`src/hdl/can_evt_pkg.sv`:
```
// Purpose: shared constants and types for the transmit event queue and
//          standard identifier filter configuration block
// Assumes: AHB-Lite slave with 32-bit data, one word per register
// Notes:   all offsets are byte addresses on the low address bits

package can_evt_pkg;

  // ----------------------------------------------------------------
  // Register map
  // ----------------------------------------------------------------
  localparam int         ADDR_W           = 12;
  localparam logic [11:0] OFF_CTRL        = 12'h000;
  localparam logic [11:0] OFF_EVT_STATUS  = 12'h004;
  localparam logic [11:0] OFF_EVT_ACK     = 12'h008;
  localparam logic [11:0] OFF_TIMESTAMP   = 12'h00c;
  localparam logic [11:0] OFF_EVT_WORD0   = 12'h010;
  localparam logic [11:0] OFF_EVT_WORD1   = 12'h014;
  localparam logic [11:0] OFF_STD_FILTER  = 12'h084;

  // ----------------------------------------------------------------
  // Reset values
  // ----------------------------------------------------------------
  localparam logic [31:0] RST_STD_FILTER  = 32'h0000_0000;
  localparam logic        RST_INIT        = 1'b1;
  localparam logic        RST_CCE         = 1'b0;
  localparam logic        RST_ONE_SHOT    = 1'b0;

  // ----------------------------------------------------------------
  // Control, status and acknowledge bits
  // ----------------------------------------------------------------
  localparam int CTRL_INIT_BIT     = 0;
  localparam int CTRL_CCE_BIT      = 1;
  localparam int CTRL_ONE_SHOT_BIT = 2;
  localparam int ACK_POP_BIT       = 0;
  localparam int ACK_LOST_CLR_BIT  = 1;
  localparam int STAT_FULL_BIT     = 16;
  localparam int STAT_LOST_BIT     = 17;

  // ----------------------------------------------------------------
  // Standard filter configuration fields
  // ----------------------------------------------------------------
  localparam int          LSS_MSB      = 23;
  localparam int          LSS_LSB      = 16;
  localparam int          STD_FILTER_LIST_START_MSB    = 15;
  localparam int          STD_FILTER_LIST_START_LSB    = 2;
  localparam logic [7:0]  LSS_MAX      = 8'h80;

  // ----------------------------------------------------------------
  // Event record fields
  // ----------------------------------------------------------------
  localparam int E0_ESI_BIT   = 31;
  localparam int E0_XTD_BIT   = 30;
  localparam int E0_RTR_BIT   = 29;
  localparam int E0_ID_MSB    = 28;
  localparam int E0_STD_LSB   = 18;
  localparam int E1_MM_MSB    = 31;
  localparam int E1_MM_LSB    = 24;
  localparam int E1_ET_MSB    = 23;
  localparam int E1_ET_LSB    = 22;
  localparam int E1_FDF_BIT   = 21;
  localparam int E1_BRS_BIT   = 20;
  localparam int E1_DLC_MSB   = 19;
  localparam int E1_DLC_LSB   = 16;
  localparam int E1_TS_MSB    = 15;
  localparam logic [1:0] ET_TX_EVENT  = 2'h1;
  localparam logic [1:0] ET_CANCELLED = 2'h2;

  // ----------------------------------------------------------------
  // Queue geometry
  // ----------------------------------------------------------------
  localparam int QUEUE_DEPTH = 8;
  localparam int QPTR_W      = 3;

  typedef enum logic [1:0] {
    BUS_IDLE    = 2'b00,
    BUS_RD_W1   = 2'b01,
    BUS_RD_W2   = 2'b11,
    BUS_RD_DONE = 2'b10
  } bus_state_t;

  typedef struct packed {
    logic        store_event;
    logic        error_passive;
    logic        extended_id_flag;
    logic        remote;
    logic [28:0] id;
    logic [7:0]  message_marker;
    logic        cancelled;
    logic        fd_format;
    logic        bit_rate_switch;
    logic [3:0]  dlc;
  } tx_report_t;

  typedef struct packed {
    logic        enable;
    logic [7:0]  list_count;
    logic [15:0] start_addr;
  } filter_cfg_t;

  // Data bytes carried by a length code
  function automatic logic [6:0] dlc_bytes(input logic fd, input logic [3:0] dlc);
    logic [6:0] n;
    n = 7'h08;
    if (dlc <= 4'h8) n = {3'h0, dlc};
    else if (fd)
    begin
      case (dlc)
        4'h9:    n = 7'h0c;
        4'ha:    n = 7'h10;
        4'hb:    n = 7'h14;
        4'hc:    n = 7'h18;
        4'hd:    n = 7'h20;
        4'he:    n = 7'h30;
        default: n = 7'h40;
      endcase
    end
    return n;
  endfunction

endpackage

```
`src/hdl/evt_record_ram.sv`:
```
// Purpose: storage for two-word transmit event records
// Assumes: one write and one read port on the same clock
// Notes:   read data is registered, one cycle behind the address

`timescale 1ns/1ps
`default_nettype none

module evt_record_ram
  import can_evt_pkg::*;
(
  // Clock and reset
  input  wire logic                 hclk,
  input  wire logic                 hresetn,
  // Write port
  input  wire logic                 wr_en,
  input  wire logic [QPTR_W-1:0]    wr_addr,
  input  wire logic [63:0]          wr_data,
  // Read port
  input  wire logic [QPTR_W-1:0]    rd_addr,
  output logic      [63:0]          rd_data
);

  logic [63:0] mem [QUEUE_DEPTH];

  always_ff @(posedge hclk)
  begin
    if (wr_en) mem[wr_addr] <= wr_data;
  end

  // Registered read keeps the array free of reset
  always_ff @(posedge hclk or negedge hresetn)
  begin
    if (!hresetn) rd_data <= 64'h0;
    else rd_data <= mem[rd_addr];
  end

endmodule

`default_nettype wire

```
`src/hdl/can_evt_filter_cfg.sv`:
```
// Purpose: transmit event record queue and standard filter configuration
// Assumes: AHB-Lite single word transfers, one transmitter report per pulse
// Notes:   reads take two wait states, writes none

`timescale 1ns/1ps
`default_nettype none

// How it works
// - word0 bit31 shows error passive state
// - word0 bit30 set for extended identifier
// - word0 bit29 set for remote frame
// - identifier in 28:0, standard in 28:18
// - marker byte copied into word1 31:24
// - event type 1 normal, 2 cancelled/one-shot
// - word1 bit21 marks FD format
// - word1 bit20 marks bit rate switching
// - length code kept in 19:16
// - classic codes above eight mean eight bytes
// - FD codes 9-15 map 12 to 64
// - 16-bit timestamp captured in 15:0
// - filter config writable only with cce and init
// - list size above 128 used as 128
// - list size zero disables standard filtering
// - start field bits 15:2 word address
// - filter config applies to standard receive frames
module can_evt_filter_cfg
  import can_evt_pkg::*;
(
  // Clock and reset
  input  wire logic              hclk,
  input  wire logic              hresetn,
  // AHB-Lite slave
  input  wire logic              hsel,
  input  wire logic [31:0]       haddr,
  input  wire logic [1:0]        htrans,
  input  wire logic              hwrite,
  input  wire logic [2:0]        hsize,
  input  wire logic [31:0]       hwdata,
  input  wire logic              hready,
  output logic                   hreadyout,
  output logic                   hresp,
  output logic [31:0]            hrdata,
  // Transmitter completion
  input  wire logic              tx_done,
  input  wire tx_report_t        tx_report,
  // Receive frame under filtering
  input  wire logic              rx_frame_valid,
  input  wire logic              rx_extended_id,
  // Configuration out
  output filter_cfg_t            std_filter_cfg,
  output logic                   std_filter_apply,
  output logic                   init_mode,
  output logic                   config_change_enable,
  output logic                   one_shot_mode,
  output logic                   evt_pending
);

  // ----------------------------------------------------------------
  // Bus capture
  // ----------------------------------------------------------------
  bus_state_t         bus_state;
  logic               wr_pend;
  logic               rd_take;
  logic [ADDR_W-1:0]  dp_addr;
  logic               take;
  logic               wr_strobe;

  logic [31:0]        std_filter;
  logic [15:0]        ts_count;
  logic [QPTR_W-1:0]  wr_ptr;
  logic [QPTR_W-1:0]  rd_ptr;
  logic [QPTR_W:0]    fill;
  logic               lost;
  logic [63:0]        head;
  logic [63:0]        next_record;
  logic               push;
  logic               pop;
  logic               queue_full;
  logic [31:0]        next_rdata;
  logic [7:0]         lss_field;

  // Transfer taken on a valid address phase while the bus is ready
  assign take = hsel && htrans[1] && hready;
  assign wr_strobe = wr_pend;

  always_ff @(posedge hclk or negedge hresetn)
  begin
    if (!hresetn)
    begin
      wr_pend <= 1'b0;
      dp_addr <= '0;
    end
    else if (hready)
    begin
      wr_pend <= take && hwrite;
      if (take) dp_addr <= haddr[ADDR_W-1:0];
    end
    else
    begin
      wr_pend <= 1'b0;
    end
  end

  assign rd_take = take && !hwrite;

  // Read wait states give the head record time to settle after a pop
  always_ff @(posedge hclk or negedge hresetn)
  begin
    if (!hresetn) bus_state <= BUS_IDLE;
    else
    begin
      case (bus_state)
        BUS_IDLE:    bus_state <= rd_take ? BUS_RD_W1 : BUS_IDLE;
        BUS_RD_W1:   bus_state <= BUS_RD_W2;
        BUS_RD_W2:   bus_state <= BUS_RD_DONE;
        BUS_RD_DONE: bus_state <= rd_take ? BUS_RD_W1 : BUS_IDLE;
        default:     bus_state <= BUS_IDLE;
      endcase
    end
  end

  assign hreadyout = (bus_state == BUS_IDLE) || (bus_state == BUS_RD_DONE);
  assign hresp = 1'b0;

  // ----------------------------------------------------------------
  // Control register
  // ----------------------------------------------------------------
  always_ff @(posedge hclk or negedge hresetn)
  begin
    if (!hresetn)
    begin
      init_mode            <= RST_INIT;
      config_change_enable <= RST_CCE;
      one_shot_mode        <= RST_ONE_SHOT;
    end
    else if (wr_strobe && dp_addr == OFF_CTRL)
    begin
      init_mode            <= hwdata[CTRL_INIT_BIT];
      config_change_enable <= hwdata[CTRL_CCE_BIT];
      one_shot_mode        <= hwdata[CTRL_ONE_SHOT_BIT];
    end
  end

  // ----------------------------------------------------------------
  // Standard filter configuration
  // ----------------------------------------------------------------
  // write gated by cce and init
  always_ff @(posedge hclk or negedge hresetn)
  begin
    if (!hresetn) std_filter <= RST_STD_FILTER;
    else if (wr_strobe && dp_addr == OFF_STD_FILTER
             && config_change_enable && init_mode)
    begin
      std_filter <= '0;
      std_filter[LSS_MSB:LSS_LSB] <= hwdata[LSS_MSB:LSS_LSB];
      std_filter[STD_FILTER_LIST_START_MSB:STD_FILTER_LIST_START_LSB] <= hwdata[STD_FILTER_LIST_START_MSB:STD_FILTER_LIST_START_LSB];
    end
  end

  assign lss_field = std_filter[LSS_MSB:LSS_LSB];

  always_ff @(posedge hclk or negedge hresetn)
  begin
    if (!hresetn) std_filter_cfg <= '0;
    else
    begin
      std_filter_cfg.enable <= (lss_field != 8'h00);
      std_filter_cfg.list_count <= (lss_field > LSS_MAX) ? LSS_MAX : lss_field;
      std_filter_cfg.start_addr <= {std_filter[STD_FILTER_LIST_START_MSB:STD_FILTER_LIST_START_LSB], 2'b00};
    end
  end

  // only standard identifier frames take this path
  assign std_filter_apply = rx_frame_valid && !rx_extended_id && std_filter_cfg.enable;

  // ----------------------------------------------------------------
  // Timestamp counter
  // ----------------------------------------------------------------
  // Free running; wraps silently, software must track overflow
  always_ff @(posedge hclk or negedge hresetn)
  begin
    if (!hresetn) ts_count <= 16'h0000;
    else ts_count <= ts_count + 16'h0001;
  end

  // ----------------------------------------------------------------
  // Event record assembly
  // ----------------------------------------------------------------
  always_comb
  begin
    next_record = 64'h0;
    next_record[E0_ESI_BIT] = tx_report.error_passive;
    next_record[E0_XTD_BIT] = tx_report.extended_id_flag;
    next_record[E0_RTR_BIT] = tx_report.remote;
    if (tx_report.extended_id_flag) next_record[E0_ID_MSB:0] = tx_report.id;
    else next_record[E0_ID_MSB:E0_STD_LSB] = tx_report.id[10:0];
    next_record[32+E1_MM_MSB:32+E1_MM_LSB] = tx_report.message_marker;
    next_record[32+E1_ET_MSB:32+E1_ET_LSB] =
      (tx_report.cancelled || one_shot_mode) ? ET_CANCELLED : ET_TX_EVENT;
    next_record[32+E1_FDF_BIT] = tx_report.fd_format;
    next_record[32+E1_BRS_BIT] = tx_report.bit_rate_switch;
    next_record[32+E1_DLC_MSB:32+E1_DLC_LSB] = tx_report.dlc;
    next_record[32+E1_TS_MSB:32] = ts_count;
  end

  // ----------------------------------------------------------------
  // Event queue pointers
  // ----------------------------------------------------------------
  assign queue_full = (fill == 4'(QUEUE_DEPTH));
  assign push = tx_done && tx_report.store_event && !queue_full;
  assign pop = wr_strobe && dp_addr == OFF_EVT_ACK && hwdata[ACK_POP_BIT]
               && (fill != '0);

  always_ff @(posedge hclk or negedge hresetn)
  begin
    if (!hresetn)
    begin
      wr_ptr <= '0;
      rd_ptr <= '0;
      fill   <= '0;
    end
    else
    begin
      if (push) wr_ptr <= wr_ptr + 3'h1;
      if (pop) rd_ptr <= rd_ptr + 3'h1;
      if (push && !pop) fill <= fill + 4'h1;
      else if (pop && !push) fill <= fill - 4'h1;
    end
  end

  // Overflow flag; a new loss beats a clear in the same cycle
  always_ff @(posedge hclk or negedge hresetn)
  begin
    if (!hresetn) lost <= 1'b0;
    else if (tx_done && tx_report.store_event && queue_full) lost <= 1'b1;
    else if (wr_strobe && dp_addr == OFF_EVT_ACK && hwdata[ACK_LOST_CLR_BIT])
      lost <= 1'b0;
  end

  always_ff @(posedge hclk or negedge hresetn)
  begin
    if (!hresetn) evt_pending <= 1'b0;
    else evt_pending <= (fill != '0);
  end

  // word0 in low half, read at lower address
  evt_record_ram u_ram (
    .hclk    (hclk),
    .hresetn (hresetn),
    .wr_en   (push),
    .wr_addr (wr_ptr),
    .wr_data (next_record),
    .rd_addr (rd_ptr),
    .rd_data (head)
  );

  // ----------------------------------------------------------------
  // Read data
  // ----------------------------------------------------------------
  always_comb
  begin
    next_rdata = 32'h0;
    if (dp_addr == OFF_CTRL)
    begin
      next_rdata[CTRL_INIT_BIT]     = init_mode;
      next_rdata[CTRL_CCE_BIT]      = config_change_enable;
      next_rdata[CTRL_ONE_SHOT_BIT] = one_shot_mode;
    end
    else if (dp_addr == OFF_EVT_STATUS)
    begin
      next_rdata[3:0]            = fill;
      next_rdata[10:8]           = rd_ptr;
      next_rdata[STAT_FULL_BIT]  = queue_full;
      next_rdata[STAT_LOST_BIT]  = lost;
      // FD codes map to long payloads
      if (fill != '0)
        next_rdata[30:24] = dlc_bytes(head[32+E1_FDF_BIT],
                                      head[32+E1_DLC_MSB:32+E1_DLC_LSB]);
    end
    else if (dp_addr == OFF_TIMESTAMP) next_rdata[15:0] = ts_count;
    else if (dp_addr == OFF_EVT_WORD0) next_rdata = head[31:0];
    else if (dp_addr == OFF_EVT_WORD1) next_rdata = head[63:32];
    else if (dp_addr == OFF_STD_FILTER) next_rdata = std_filter;
    else next_rdata = 32'h0;
  end

  always_ff @(posedge hclk or negedge hresetn)
  begin
    if (!hresetn) hrdata <= 32'h0;
    else if (bus_state == BUS_RD_W2) hrdata <= next_rdata;
  end

  // hsize unused: only whole-word transfers are supported
  logic unused_ok;
  assign unused_ok = ^{hsize, haddr[31:ADDR_W]};

endmodule

`default_nettype wire

```
`config.mk`:
```
export PLATFORM = sky130hd
export DESIGN_NAME = can_evt_filter_cfg
export DESIGN_NICKNAME = d
export VERILOG_FILES = /design/src/hdl/can_evt_pkg.sv /design/src/hdl/evt_record_ram.sv /design/src/hdl/can_evt_filter_cfg.sv
export SDC_FILE = /design/constraint.sdc
export NUM_CORES = 1
export LEC_CHECK = 0
export BUFFER_PORTS_ARGS = -buffer_cell sky130_fd_sc_hd__buf_2
export CORE_ASPECT_RATIO = 1.1
export CORE_MARGIN = 1.5
export CORE_UTILIZATION = 51
export DETAILED_ROUTE_END_ITERATION = 10
export GPL_TIMING_DRIVEN = 0
export HOLD_SLACK_MARGIN = 0.03
export PLACE_DENSITY = 0.71
export SLEW_MARGIN = 20
export SYNTH_ARGS = -nofsm -noshare
export SYNTH_HDL_FRONTEND = slang
export SYNTH_SLANG_ARGS = --single-unit
```
`constraint.sdc`:
```
create_clock -name hclk -period 12.57 [get_ports hclk]
set_input_delay 0 -clock hclk [delete_from_list [all_inputs] [get_ports hclk]]
set_output_delay 0 -clock hclk [all_outputs]
set_load 0.02 [all_outputs]
```
# After elaboration in Yosys (flattened, before gate mapping)
# Memories as Yosys holds them, arrays and structs flattened. A register that Yosys moved wholly into a read port is not among the register bits.
# Index checks and enable logic that the tools add are counted.
dict set report word_totals {
  out_inout_bits 64
  ramBits 512
  memories 1
  register_bits 123
  in_bits 125
  word_cells 108
  latchBits 0
  rom_bits 0
}
# name depth width read_ports rd_ports_with_merged_regs wr line
set mem_list {}
lappend mem_list {u_ram.mem 8 64 1 1 1 evt_record_ram.sv:23} ;# logic [63:0] mem [QUEUE_DEPTH];
dict set report classes {
  mux 32
  bitwise 0
  n_reduce_logical 35
  order_cmp 2
  add_sub_neg 5
  n_eq_ne 16
  shift 0
  n_mul 0
  div_mod_pow 0
}
# op n
set ops {}
lappend ops {{two-way mux 32 bit} 2}
lappend ops {{case mux 7 bit (6 select lines)} 1}
lappend ops {{two-way mux 16 bit} 2}
lappend ops {{two-way mux 29 bit} 1}
lappend ops {{== test 4 bit (second input constant)} 7}
lappend ops {{two-way mux 7 bit} 4}
lappend ops {{== test 12 x 4 -> 1 bit (second input constant)} 2}
lappend ops {{== test 12 x 5 -> 1 bit (second input constant)} 2}
lappend ops {{two-way mux 24 bit} 1}
lappend ops {{logical AND 1 bit} 19}
lappend ops {{two-way mux 18 bit} 1}
lappend ops {{adder 16 x 1 -> 16 bit (second input constant)} 1}
lappend ops {{two-way mux 4 bit} 4}
lappend ops {{== test 12 x 3 -> 1 bit (second input constant)} 1}
lappend ops {{== test 12 x 8 -> 1 bit (second input constant)} 1}
lappend ops {{logical NOT 12 bit} 1}
lappend ops {{two-way mux 11 bit} 1}
lappend ops {{greater-than comparator 8 bit (second input constant)} 1}
lappend ops {{two-way mux 8 bit} 1}
lappend ops {{nonzero test 8 bit} 1}
lappend ops {{two-way mux 1 bit} 7}
lappend ops {{adder 3 x 1 -> 3 bit (second input constant)} 2}
lappend ops {{logical NOT 1 bit} 6}
lappend ops {{two-way mux 3 bit} 2}
lappend ops {{other kinds (15)} 19}

# Logic depth before layout (Yosys ltp)
# Gate-level depths: netlist of the first run.
dict set report depth {
  word_depth 7
  ltp_mapped 13
  ltp_nobuf 13
}

# By module
# Synthesis of the first run repeated with hierarchy kept, for this count alone.
dict set report unflattened {
  cells_unflattened 1378
  area_unflattened_um2 26880.8
}
# module cells_per_inst area_each_um2 n_inst seq_area_each_um2
set modules_own_cells {}
lappend modules_own_cells {evt_record_ram 816 20867.5 1 16976.3}
lappend modules_own_cells {can_evt_filter_cfg 562 6013.3 1 3079.2}

# Worst setup path before layout of the first run
# OpenSTA, ideal clock, no wires.
dict set report synth_path {
  kind {register to register}
  start {reg fill[3]}
  end {mem u_ram.mem[0][0] (enable)}
  t_required_ns 12.005
  path_buffers 0
  period_less_slack_ns 5.913
  setup_ns 0.565
  slack_ns 6.657
  t_arrival_ns 5.348
  stages_incl_launch_ff 4
  path_cell_list {dfrtp_1 nor4b_1 or3_1 nor3_1}
}
dict set report synth_via {
  elab_chain_cells 5
}
# item line
set synth_rtl {}
lappend synth_rtl {{start, declared} can_evt_filter_cfg.sv:72} ;# logic [QPTR_W:0] fill;
lappend synth_rtl {{start signal, assigned} can_evt_filter_cfg.sv:226} ;# if (push && !pop) fill <= fill + 4'h1;
lappend synth_rtl {{start signal, assigned} can_evt_filter_cfg.sv:227} ;# else if (pop && !push) fill <= fill - 4'h1;
lappend synth_rtl {{== test 4 bit} can_evt_filter_cfg.sv:209} ;# assign queue_full = (fill == 4'(QUEUE_DEPTH));
lappend synth_rtl {{logical NOT 1 bit} can_evt_filter_cfg.sv:210} ;# assign push = tx_done && tx_report.store_event && !queue_full;
lappend synth_rtl {{logical AND 1 bit} can_evt_filter_cfg.sv:210}
lappend synth_rtl {{two-way mux 1 bit} evt_record_ram.sv:27} ;# if (wr_en) mem[wr_addr] <= wr_data;
lappend synth_rtl {{two-way mux 1 bit (not written as such)} evt_record_ram.sv:27}
lappend synth_rtl {{end, declared} evt_record_ram.sv:23}
# Every way passes these cells.

# Worst setup path in the final report of the first run
dict set report layout_path {
  start {reg dp_addr[1]}
  end {reg fill[3]}
}
dict set report layout_via {
  elab_chain_cells 7
  elab_cells_between_ends 9
  cone_classes {1 x eq/ne; 1 x mux; 7 x reduce/logical}
}
# item line
set layout_rtl {}
lappend layout_rtl {{start, declared} can_evt_filter_cfg.sv:64} ;# logic [ADDR_W-1:0] dp_addr;
lappend layout_rtl {{start signal, assigned} can_evt_filter_cfg.sv:96} ;# if (take) dp_addr <= haddr[ADDR_W-1:0];
lappend layout_rtl {{== test 12 x 4 -> 1 bit *} can_evt_filter_cfg.sv:211} ;# assign pop = wr_strobe && dp_addr == OFF_EVT_ACK && hwdata[ACK_POP_BIT]
lappend layout_rtl {{logical AND 1 bit * (2 in series)} can_evt_filter_cfg.sv:211}
lappend layout_rtl {{logical AND 1 bit *} can_evt_filter_cfg.sv:212} ;# && (fill != '0);
lappend layout_rtl {{logical NOT 1 bit} can_evt_filter_cfg.sv:226}
lappend layout_rtl {{logical AND 1 bit} can_evt_filter_cfg.sv:226}
lappend layout_rtl {{two-way mux 4 bit / nonzero test 2 bit (equally long branches)} n/a}
# Every way passes the cells marked *; elsewhere a longest branch is shown, timed or not.
# A chain may end at the register's enable or synchronous reset.

==> results of run 1 <==
[power by group]
| group | internal (mW) | leakage (nW) | total [mW] | switching [mW] |
|---|---|---|---|---|
| Clock | 1.20 | 1.08 | 2.03 | 0.831 |
| Combinational | 0.202 | 3.58 | 0.493 | 0.291 |
| Sequential | 2.65 | 7.05 | 2.73 | 0.0743 |
| Total | 4.05 | 11.7 | 5.25 | 1.20 |
[layout by cell type (no fill, tap or decap), types with 6 or more instances in the layout]
master           n
and2_1          22
ha_1             6
buf_2          170
nor2_1          20
clkbuf_1        69
dfrtp_1        186
a21oi_1          9
xnor2_1         15
buf_4           18
inv_1           10
dlygate4sd3_1  104
buf_6           12
nand2_1         45
nor2b_1         11
clkbuf_16       73
o21ai_0         29
buf_12          11
nand3_1          6
a31oi_1          7
a22oi_1         18
a21o_1          12
clkbuf_8         8
edfxtp_1       512
nor2_4           7
o21ai_1         14
mux4_2         128
mux2_1          11
a221oi_1        19
clkinv_2         6
nand4_1          7
mux2_4          10
buf_16          13
xor2_1           7
mux2_2          94
[area by class of cell]
type	count	share of cell area [%]
Inverter	10	0.115
Sequential cell	699	61.7
Multi-Input combinational cell	572	19.8
Clock inverter	16	0.543
Timing Repair Buffer	301	7.92
Tap cell	667	2.57
Buffer	75	1.10
Clock buffer	109	6.28
[final timing paths]
kind | endpoint | depth (start not counted)
min reg2reg | std_filter_cfg[5] | 0
max in group asynchronous | u_ram.rd_data[15] | 5
max reg2reg | fill[3] | 13
max | fill[3] | 13
min in group asynchronous | u_ram.rd_data[37] | 4
min | std_filter[21] | 3
[logic make-up after synthesis]
logic type | after synthesis
other | 1
AND/OR/NAND/NOR | 166
flip-flops | 699
AO/OA/AOI/OAI | 129
XOR/XNOR | 22
multiplexers | 245
adder cells (fa/ha/maj) | 7
buffers and inverters | 85
[sequential cells by signal, summed over array words and instances (netlist names), 2 cells and up]
name / cells
hrdata: 32
u_ram.mem: 512
u_ram.rd_data: 64
std_filter_cfg: 23
bus_state: 2
wr_ptr: 3
std_filter: 22
fill: 4
dp_addr: 12
ts_count: 16
rd_ptr: 3
[layer usage]
metal | global-route usage (%) | up-vias | share of wire [%]
met5 | 0 | - | 0
met4 | 9.33 | 0 | 3.3
met3 | 4.70 | 142 | 8.6
met2 | 38.8 | 750 | 47
met1 | 34.8 | 7587 | 41
li1 | - | 6146 | -
[per-stage QoR]
stage / cells / util, % / instance area, sq um
after floorplan: 1356 / - / 26800
after global placement: 2176 / 55.1 / 28400
after detailed placement: 2219 / 56.6 / 29200
after CTS: 2449 / 63.0 / 32500
after global routing: 2449 / 63.0 / 32500
final: 2449 / 63.0 / 32500
[worst max-delay path: cells and delay by family, from the launching register on]
kind                     cells  cell delay [ns]
buffers and inverters        2             0.18
AND/OR/NAND/NOR              5             1.38
flip-flops                   1             0.42
adder cells (fa/ha/maj)      2             0.45
AO/OA/AOI/OAI                2             0.34
XOR/XNOR                     2             0.28
==> summary.md, run 1 <==
| Metric | Value |
|---|---|
| FMAX | `0.314 GHz` |
| Power, Total | `5.25 mW` |
| RD Place Congestion | `0.895` |
| Synth area leader | `edfxtp_1` |
| Power per Cell Area | `161 nW/um^2` |
| Later-pin clock latency in the skew report | `0.59 ns` |
| Final hold violations | `0` |
| Max-Cap Viols | `0` |
| Vias per cell | `5.97` |
| Post-synth top area share | `57.3%` |
| P_leak | `11.7 nW` |
| CTS tree | `built` |
| DR iter-0 viols | `1,629` |
| Setup Fix Bufs, Post-CTS | `0` |
| Count leader, synth | `edfxtp_1` |
| Xor and xnor area share after synthesis | `0.719%` |
| Most frequent cells after synthesis | `edfxtp_1 (512), dfrtp_1 (186), mux4_2 (128), mux2_2 (94), nand2_1 (45)` |
| Adder-Cell Fraction of Synth Area | `0.355%` |
| Pre-Repair DR Iteration Count | `5` |
| Grt ovf | `0` |
| Gate Count Post-Synth | `1,354` |
| Worst vdd ir | `0.123 mV` |
| CP peak stage delay | `0.62 ns` |
| HP Start | `hwdata[21]` |
| Core area | `51,600 sq um` |
| RSZ-0062 raised after global routing | `false` |
| Setup ws final | `9.39 ns` |
| Remaining antenna violation count | `0` |
| First-pass GRT wire length | `97.7 mm` |
| Clk buf depth | `3` |
| Worst-Margin Slew | `0.961 ns` |
| Post-synth EDFFs | `512` |
| # rows | `87` |
| Asr flop ratio synth | `26.8%` |
| Filler cell count | `3,518` |
| Synth Area in Simple Gates | `3.56%` |
| Starting Density | `52.0%` |
| Largest net degree at the start of global routing | `88` |
| Worst-path clk slew | `0.06 ns` |
| IO Port Bufs | `153` |
| Die width | `222 um` |
| Fraction of layout cells with a size suffix above 1 | `32.6%` |
| Mux cell area share after synthesis | `15.8%` |
| Synthesized cell area | `26,800 sq um` |
| Per-cell routed wire length | `26.5 um` |
| Slowest CP cell | `or4_4` |
| CP startpoint | `dp_addr[1]` |
| Post-synthesis register bit count | `699` |
| Worst R2R Setup Slack | `9.39 ns` |
| Max Slew Vio Count | `0` |
| Critical path cell sequence | `or4_4 > nor2_4 > and4_1 > and3_4 > inv_1 > ha_1 > inv_1 > ha_1 > a21o_1 > a21oi_1 > xnor2_1 > nor2_1 > xor2_1` |
| Arr. time, crit path | `3.66 ns` |
| Worst-path fanout max | `5` |
| Routed WL | `64.9 mm` |
| Hold buffer count at CTS | `105` |
| Multi-input logic area | `6430 sq um` |
| HP Class | `in2reg` |
| Area contributors post-synth | `edfxtp_1 (57%), dfrtp_1 (17%), mux4_2 (11%)` |
| Vias after detailed routing | `14.6k` |
| Worst R2R Start | `dp_addr[1]` |
| H-Tree Depth | `3` |
| Ys Warns | `0` |
| Area Overhead vs Synth | `21.2%` |
| Required time worst endpoint | `13.05 ns` |
| Outcome | `finished clean` |
| Reg area | `20,100 sq um` |
| Fin Setup TNS | `0 ns` |
| CTS buffer count | `69` |
| Final hold slack | `0.149 ns` |
| # clock sinks | `699` |
| Final worst path period need | `3.18 ns` |
| Critical path type | `reg2reg` |
| Setup Skew | `0.0152 ns` |
| Root Buffer | `clkbuf_16` |
| Worst setup EP type | `register` |
| Tcrit/Tclk final | `25.3%` |
| Compound-Gate Fraction of Synth Area | `3.28%` |
| Die ar. | `54,000 sq um` |
| PostCTS Resize Cnt | `0` |
| Die Ht | `243 um` |
| IO Count | `189` |
| Largest family of logic cells by synthesized area | `multiplexers` |
| Synth cell types | `65` |
| Initial antenna violation count | `2` |
| Seq/Total Area, Yosys | `74.8%` |
| GRT Util Overall | `24.7%` |
| NumNets Final | `1,860` |
| Synth Area per Inst | `19.8 sq um` |
| Count of final setup violators | `0` |
| DRC | `0` |
| Inserted Diodes | `0` |
| Vias in the first global route | `15.3k` |
| Pre-CTS setup slack | `9.28 ns` |
| Dpl hpwl | `43.0 mm` |
| Startpoint Class | `register` |
| Main synth FF type | `edfxtp_1` |
| Max transition margin | `35.9%` |
Note: power is estimated with default switching activity, not from simulation.
==> run 2: changes to the inputs <==
==> constraint.sdc (replaced) <==
create_clock -name hclk -period 3.3 [get_ports hclk]
set_input_delay 0 -clock hclk [delete_from_list [all_inputs] [get_ports hclk]]
set_output_delay 0 -clock hclk [all_outputs]
set_load 0.02 [all_outputs]
==> summary.md, run 2 (synthesized netlist as in run 1, its figures left out) <==
| Metric | Value |
|---|---|
| Starting Density | `52.0% (unchanged)` |
| Tcrit/Tclk final | `95.6% (+70 points)` |
| Remaining antenna violation count | `0 (unchanged)` |
| Max FFs per register | `512 (unchanged)` |
| Arr. time, crit path | `3.65 ns (about the same)` |
| CTS tree | `built` |
| Clock power share | `39.6% (+1.0 points)` |
| Core area | `51,600 sq um (unchanged)` |
| Logic pwr share | `9.2% (-0.2 points)` |
| Net Sw Power | `4.70 mW (+290%)` |
| Fin Setup TNS | `0 ns (unchanged)` |
| Regs by FF count | `u_ram.mem x512, u_ram.rd_data x64, hrdata x32` |
| Largest net degree at the start of global routing | `89 (+1.1%)` |
| Fin area | `32,600 sq um (+0.41%)` |
| Power per Cell Area | `623 nW/um^2 (+290%)` |
| Area Overhead vs Synth | `21.7%` |
| # clock sinks | `699 (unchanged)` |
| CTS buffer count | `72 (+4.3%)` |
| Worst-path fanout max | `4 (-1)` |
| # rows | `87 (unchanged)` |
| IO Port Bufs | `153 (unchanged)` |
| Vias in the first global route | `15.1k (-0.85%)` |
| Required time worst endpoint | `3.79 ns (-9.26 ns)` |
| IO Count | `189 (unchanged)` |
| Final worst path period need | `3.16 ns (-0.0277 ns)` |
| Fraction of layout cells with a size suffix above 1 | `33.1% (+0.47 points)` |
| Worst R2R Start | `dp_addr[5]` |
| HP Start | `hwdata[14]` |
| Grt ovf | `0 (unchanged)` |
| Fin cells | `2,445 (-0.16%)` |
| Placed cell count | `2,210 (-0.41%)` |
| GRT Util Overall | `24.6% (-0.12 points)` |
| Die ar. | `54,000 sq um (unchanged)` |
| Critical path cell sequence | `or4_4 > nor2_2 > and4_2 > and3_4 > inv_1 > ha_1 > inv_1 > ha_1 > a21o_1 > a21oi_1 > xnor2_1 > nor2_1 > xor2_1` |
| Reg area | `20,100 sq um (unchanged)` |
| Vias per cell | `5.96 (-0.21%)` |
| Worst setup EP type | `register` |
| Root Buffer | `clkbuf_16` |
| DRC | `0 (unchanged)` |
| CP startpoint | `dp_addr[5]` |
| Clk buf depth | `3 (unchanged)` |
| P_leak | `11.7 nW (+0.31%)` |
| Placed cell area | `29,200 sq um (about the same)` |
| RD Place Congestion | `0.862 (-3.7%)` |
| Multi-input logic area | `6440 sq um (+0.21%)` |
| Routed WL | `64.8 mm (-0.22%)` |
| Setup Skew | `0.0235 ns (+0.00828 ns)` |
| DR iter-0 viols | `1,690 (+3.7%)` |
| Buf+Inv Stages, Crit Path | `2 (unchanged)` |
| Vias after detailed routing | `14.6k (-0.38%)` |
| Max Slew Vio Count | `0 (unchanged)` |
| Worst vdd ir | `0.433 mV (+250%)` |
| RSZ-0062 raised after global routing | `false` |
| Sw frac | `23.1% (+0.33 points)` |
| Outcome | `finished clean` |
| Max transition margin | `34.8% (-1.1 points)` |
| Filler cell count | `3,548 (+0.85%)` |
| Worst path top cell family by delay | `simple AND/OR/NAND/NOR gates` |
| Biggest register | `u_ram.mem` |
| Dpl hpwl | `42.3 mm (-1.6%)` |
| Internal power | `15.6 mW (+290%)` |
| Worst-Margin Slew | `0.978 ns (+0.0166 ns)` |
| Sequential power share | `51.1% (-0.9 points)` |
| Initial antenna violation count | `5 (+3)` |
| Per-cell routed wire length | `26.5 um (about the same)` |
| HP Class | `in2reg` |
| Pre-Repair DR Iteration Count | `5 (unchanged)` |
| Commonest non-fill, non-tap cell in the layout | `edfxtp_1` |
| Later-pin clock latency in the skew report | `0.61 ns (+0.02 ns)` |
| Max-Cap Viols | `0 (unchanged)` |
| Die width | `222 um (unchanged)` |
| Commonest cells after routing, fill and taps aside | `edfxtp_1 (512), dfrtp_1 (186), buf_2 (170), mux4_2 (128), dlygate4sd3_1 (104)` |
| Startpoint Class | `register` |
| Worst-path clk slew | `0.06 ns (about the same)` |
| FMAX | `0.317 GHz (+0.88%)` |
| Inserted Diodes | `0 (unchanged)` |
| Die Ht | `243 um (unchanged)` |
| Final hold violations | `0 (unchanged)` |
| Slowest CP cell | `or4_4` |
| H-Tree Depth | `3 (unchanged)` |
| Critical path type | `reg2reg` |
| First-pass GRT wire length | `96.5 mm (-1.2%)` |
| Count of final setup violators | `0 (unchanged)` |
| NumNets Final | `1,854 (-0.32%)` |
| CP peak stage delay | `0.62 ns (about the same)` |
[run 2: final timing paths]
| check | endpoint | slack [ns] | cells past startpoint |
|---|---|---|---|
| max in group asynchronous | std_filter_cfg[20] | 1.98 | 5 |
| worst min register to register | std_filter_cfg[3] | 0.43 | 0 |
| worst min-delay path | std_filter[14] | 0.15 | 3 |
| worst max register to register | fill[3] | 0.14 | 13 |
| min in group asynchronous | u_ram.rd_data[45] | 0.49 | 4 |
| worst max-delay path | fill[3] | 0.14 | 13 |
[run 2: layout make-up]
cell class | instances | share of cell area, %
Buffer | 75 | 1.10
Clock buffer | 98 | 6.17
Clock inverter | 32 | 1.02
Inverter | 10 | 0.115
Multi-Input combinational cell | 572 | 19.7
Sequential cell | 699 | 61.4
Tap cell | 667 | 2.56
Timing Repair Buffer | 292 | 7.87
[run 2: per-layer routing]
| metal | global-route usage [%] | routed length, um | vias to the layer above |
|---|---|---|---|
| li1 | - | - | 6154 |
| met1 | 33.6 | 26000 | 7518 |
| met2 | 39.5 | 31500 | 765 |
| met3 | 4.90 | 5290 | 129 |
| met4 | 9.45 | 1960 | 4 |
| met5 | 0 | 23 | - |
[run 2: power groups by stage]
| stage | Clock, mW | Combinational, mW | Sequential (mW) |
|---|---|---|---|
| detailed placement | 0 | 1.75 | 10.6 |
| global route | 8.52 | 2.01 | 10.4 |
| finish | 8.06 | 1.88 | 10.4 |
| CTS | 8.18 | 1.88 | 10.4 |
| global placement | 0 | 1.46 | 10.6 |
| floorplan | 0 | 0.894 | 10.5 |
[run 2: timing repair]
| action | in CTS | in global routing |
|---|---|---|
| endpoints found under the hold margin | 529 | 0 |
| resized for setup | 0 | 1 |
| setup endpoints to repair | 0 | 1 |
| buffers inserted | 0 | 0 |
| hold buffers | 105 | 0 |
[run 2: worst register-to-register path, cell delays in order, from the launching register on]
cell	delay (ns)
dfrtp_1	0.43
or4_4	0.62
nor2_2	0.16
and4_2	0.30
and3_4	0.23
inv_1	0.05
ha_1	0.20
inv_1	0.11
ha_1	0.25
a21o_1	0.18
a21oi_1	0.18
xnor2_1	0.14
nor2_1	0.07
xor2_1	0.14
[run 2: through the flow]
| stage | utilization [%] | power [mW] | setup slack (ns) | hold slack, ns |
|---|---|---|---|---|
| 2_1_floorplan | - | 11.4 | -0.892 | -0.296 |
| 3_3_place_gp | 55.1 | 12.1 | -3.96 | 0.216 |
| 3_5_place_dp | 56.7 | 12.3 | 0.176 | -0.120 |
| 4_1_cts | 63.3 | 20.5 | 0.153 | 0.126 |
| 5_1_grt | 63.3 | 21.0 | 0.0196 | 0.147 |
| 6_report | 63.3 | 20.3 | 0.144 | 0.146 |
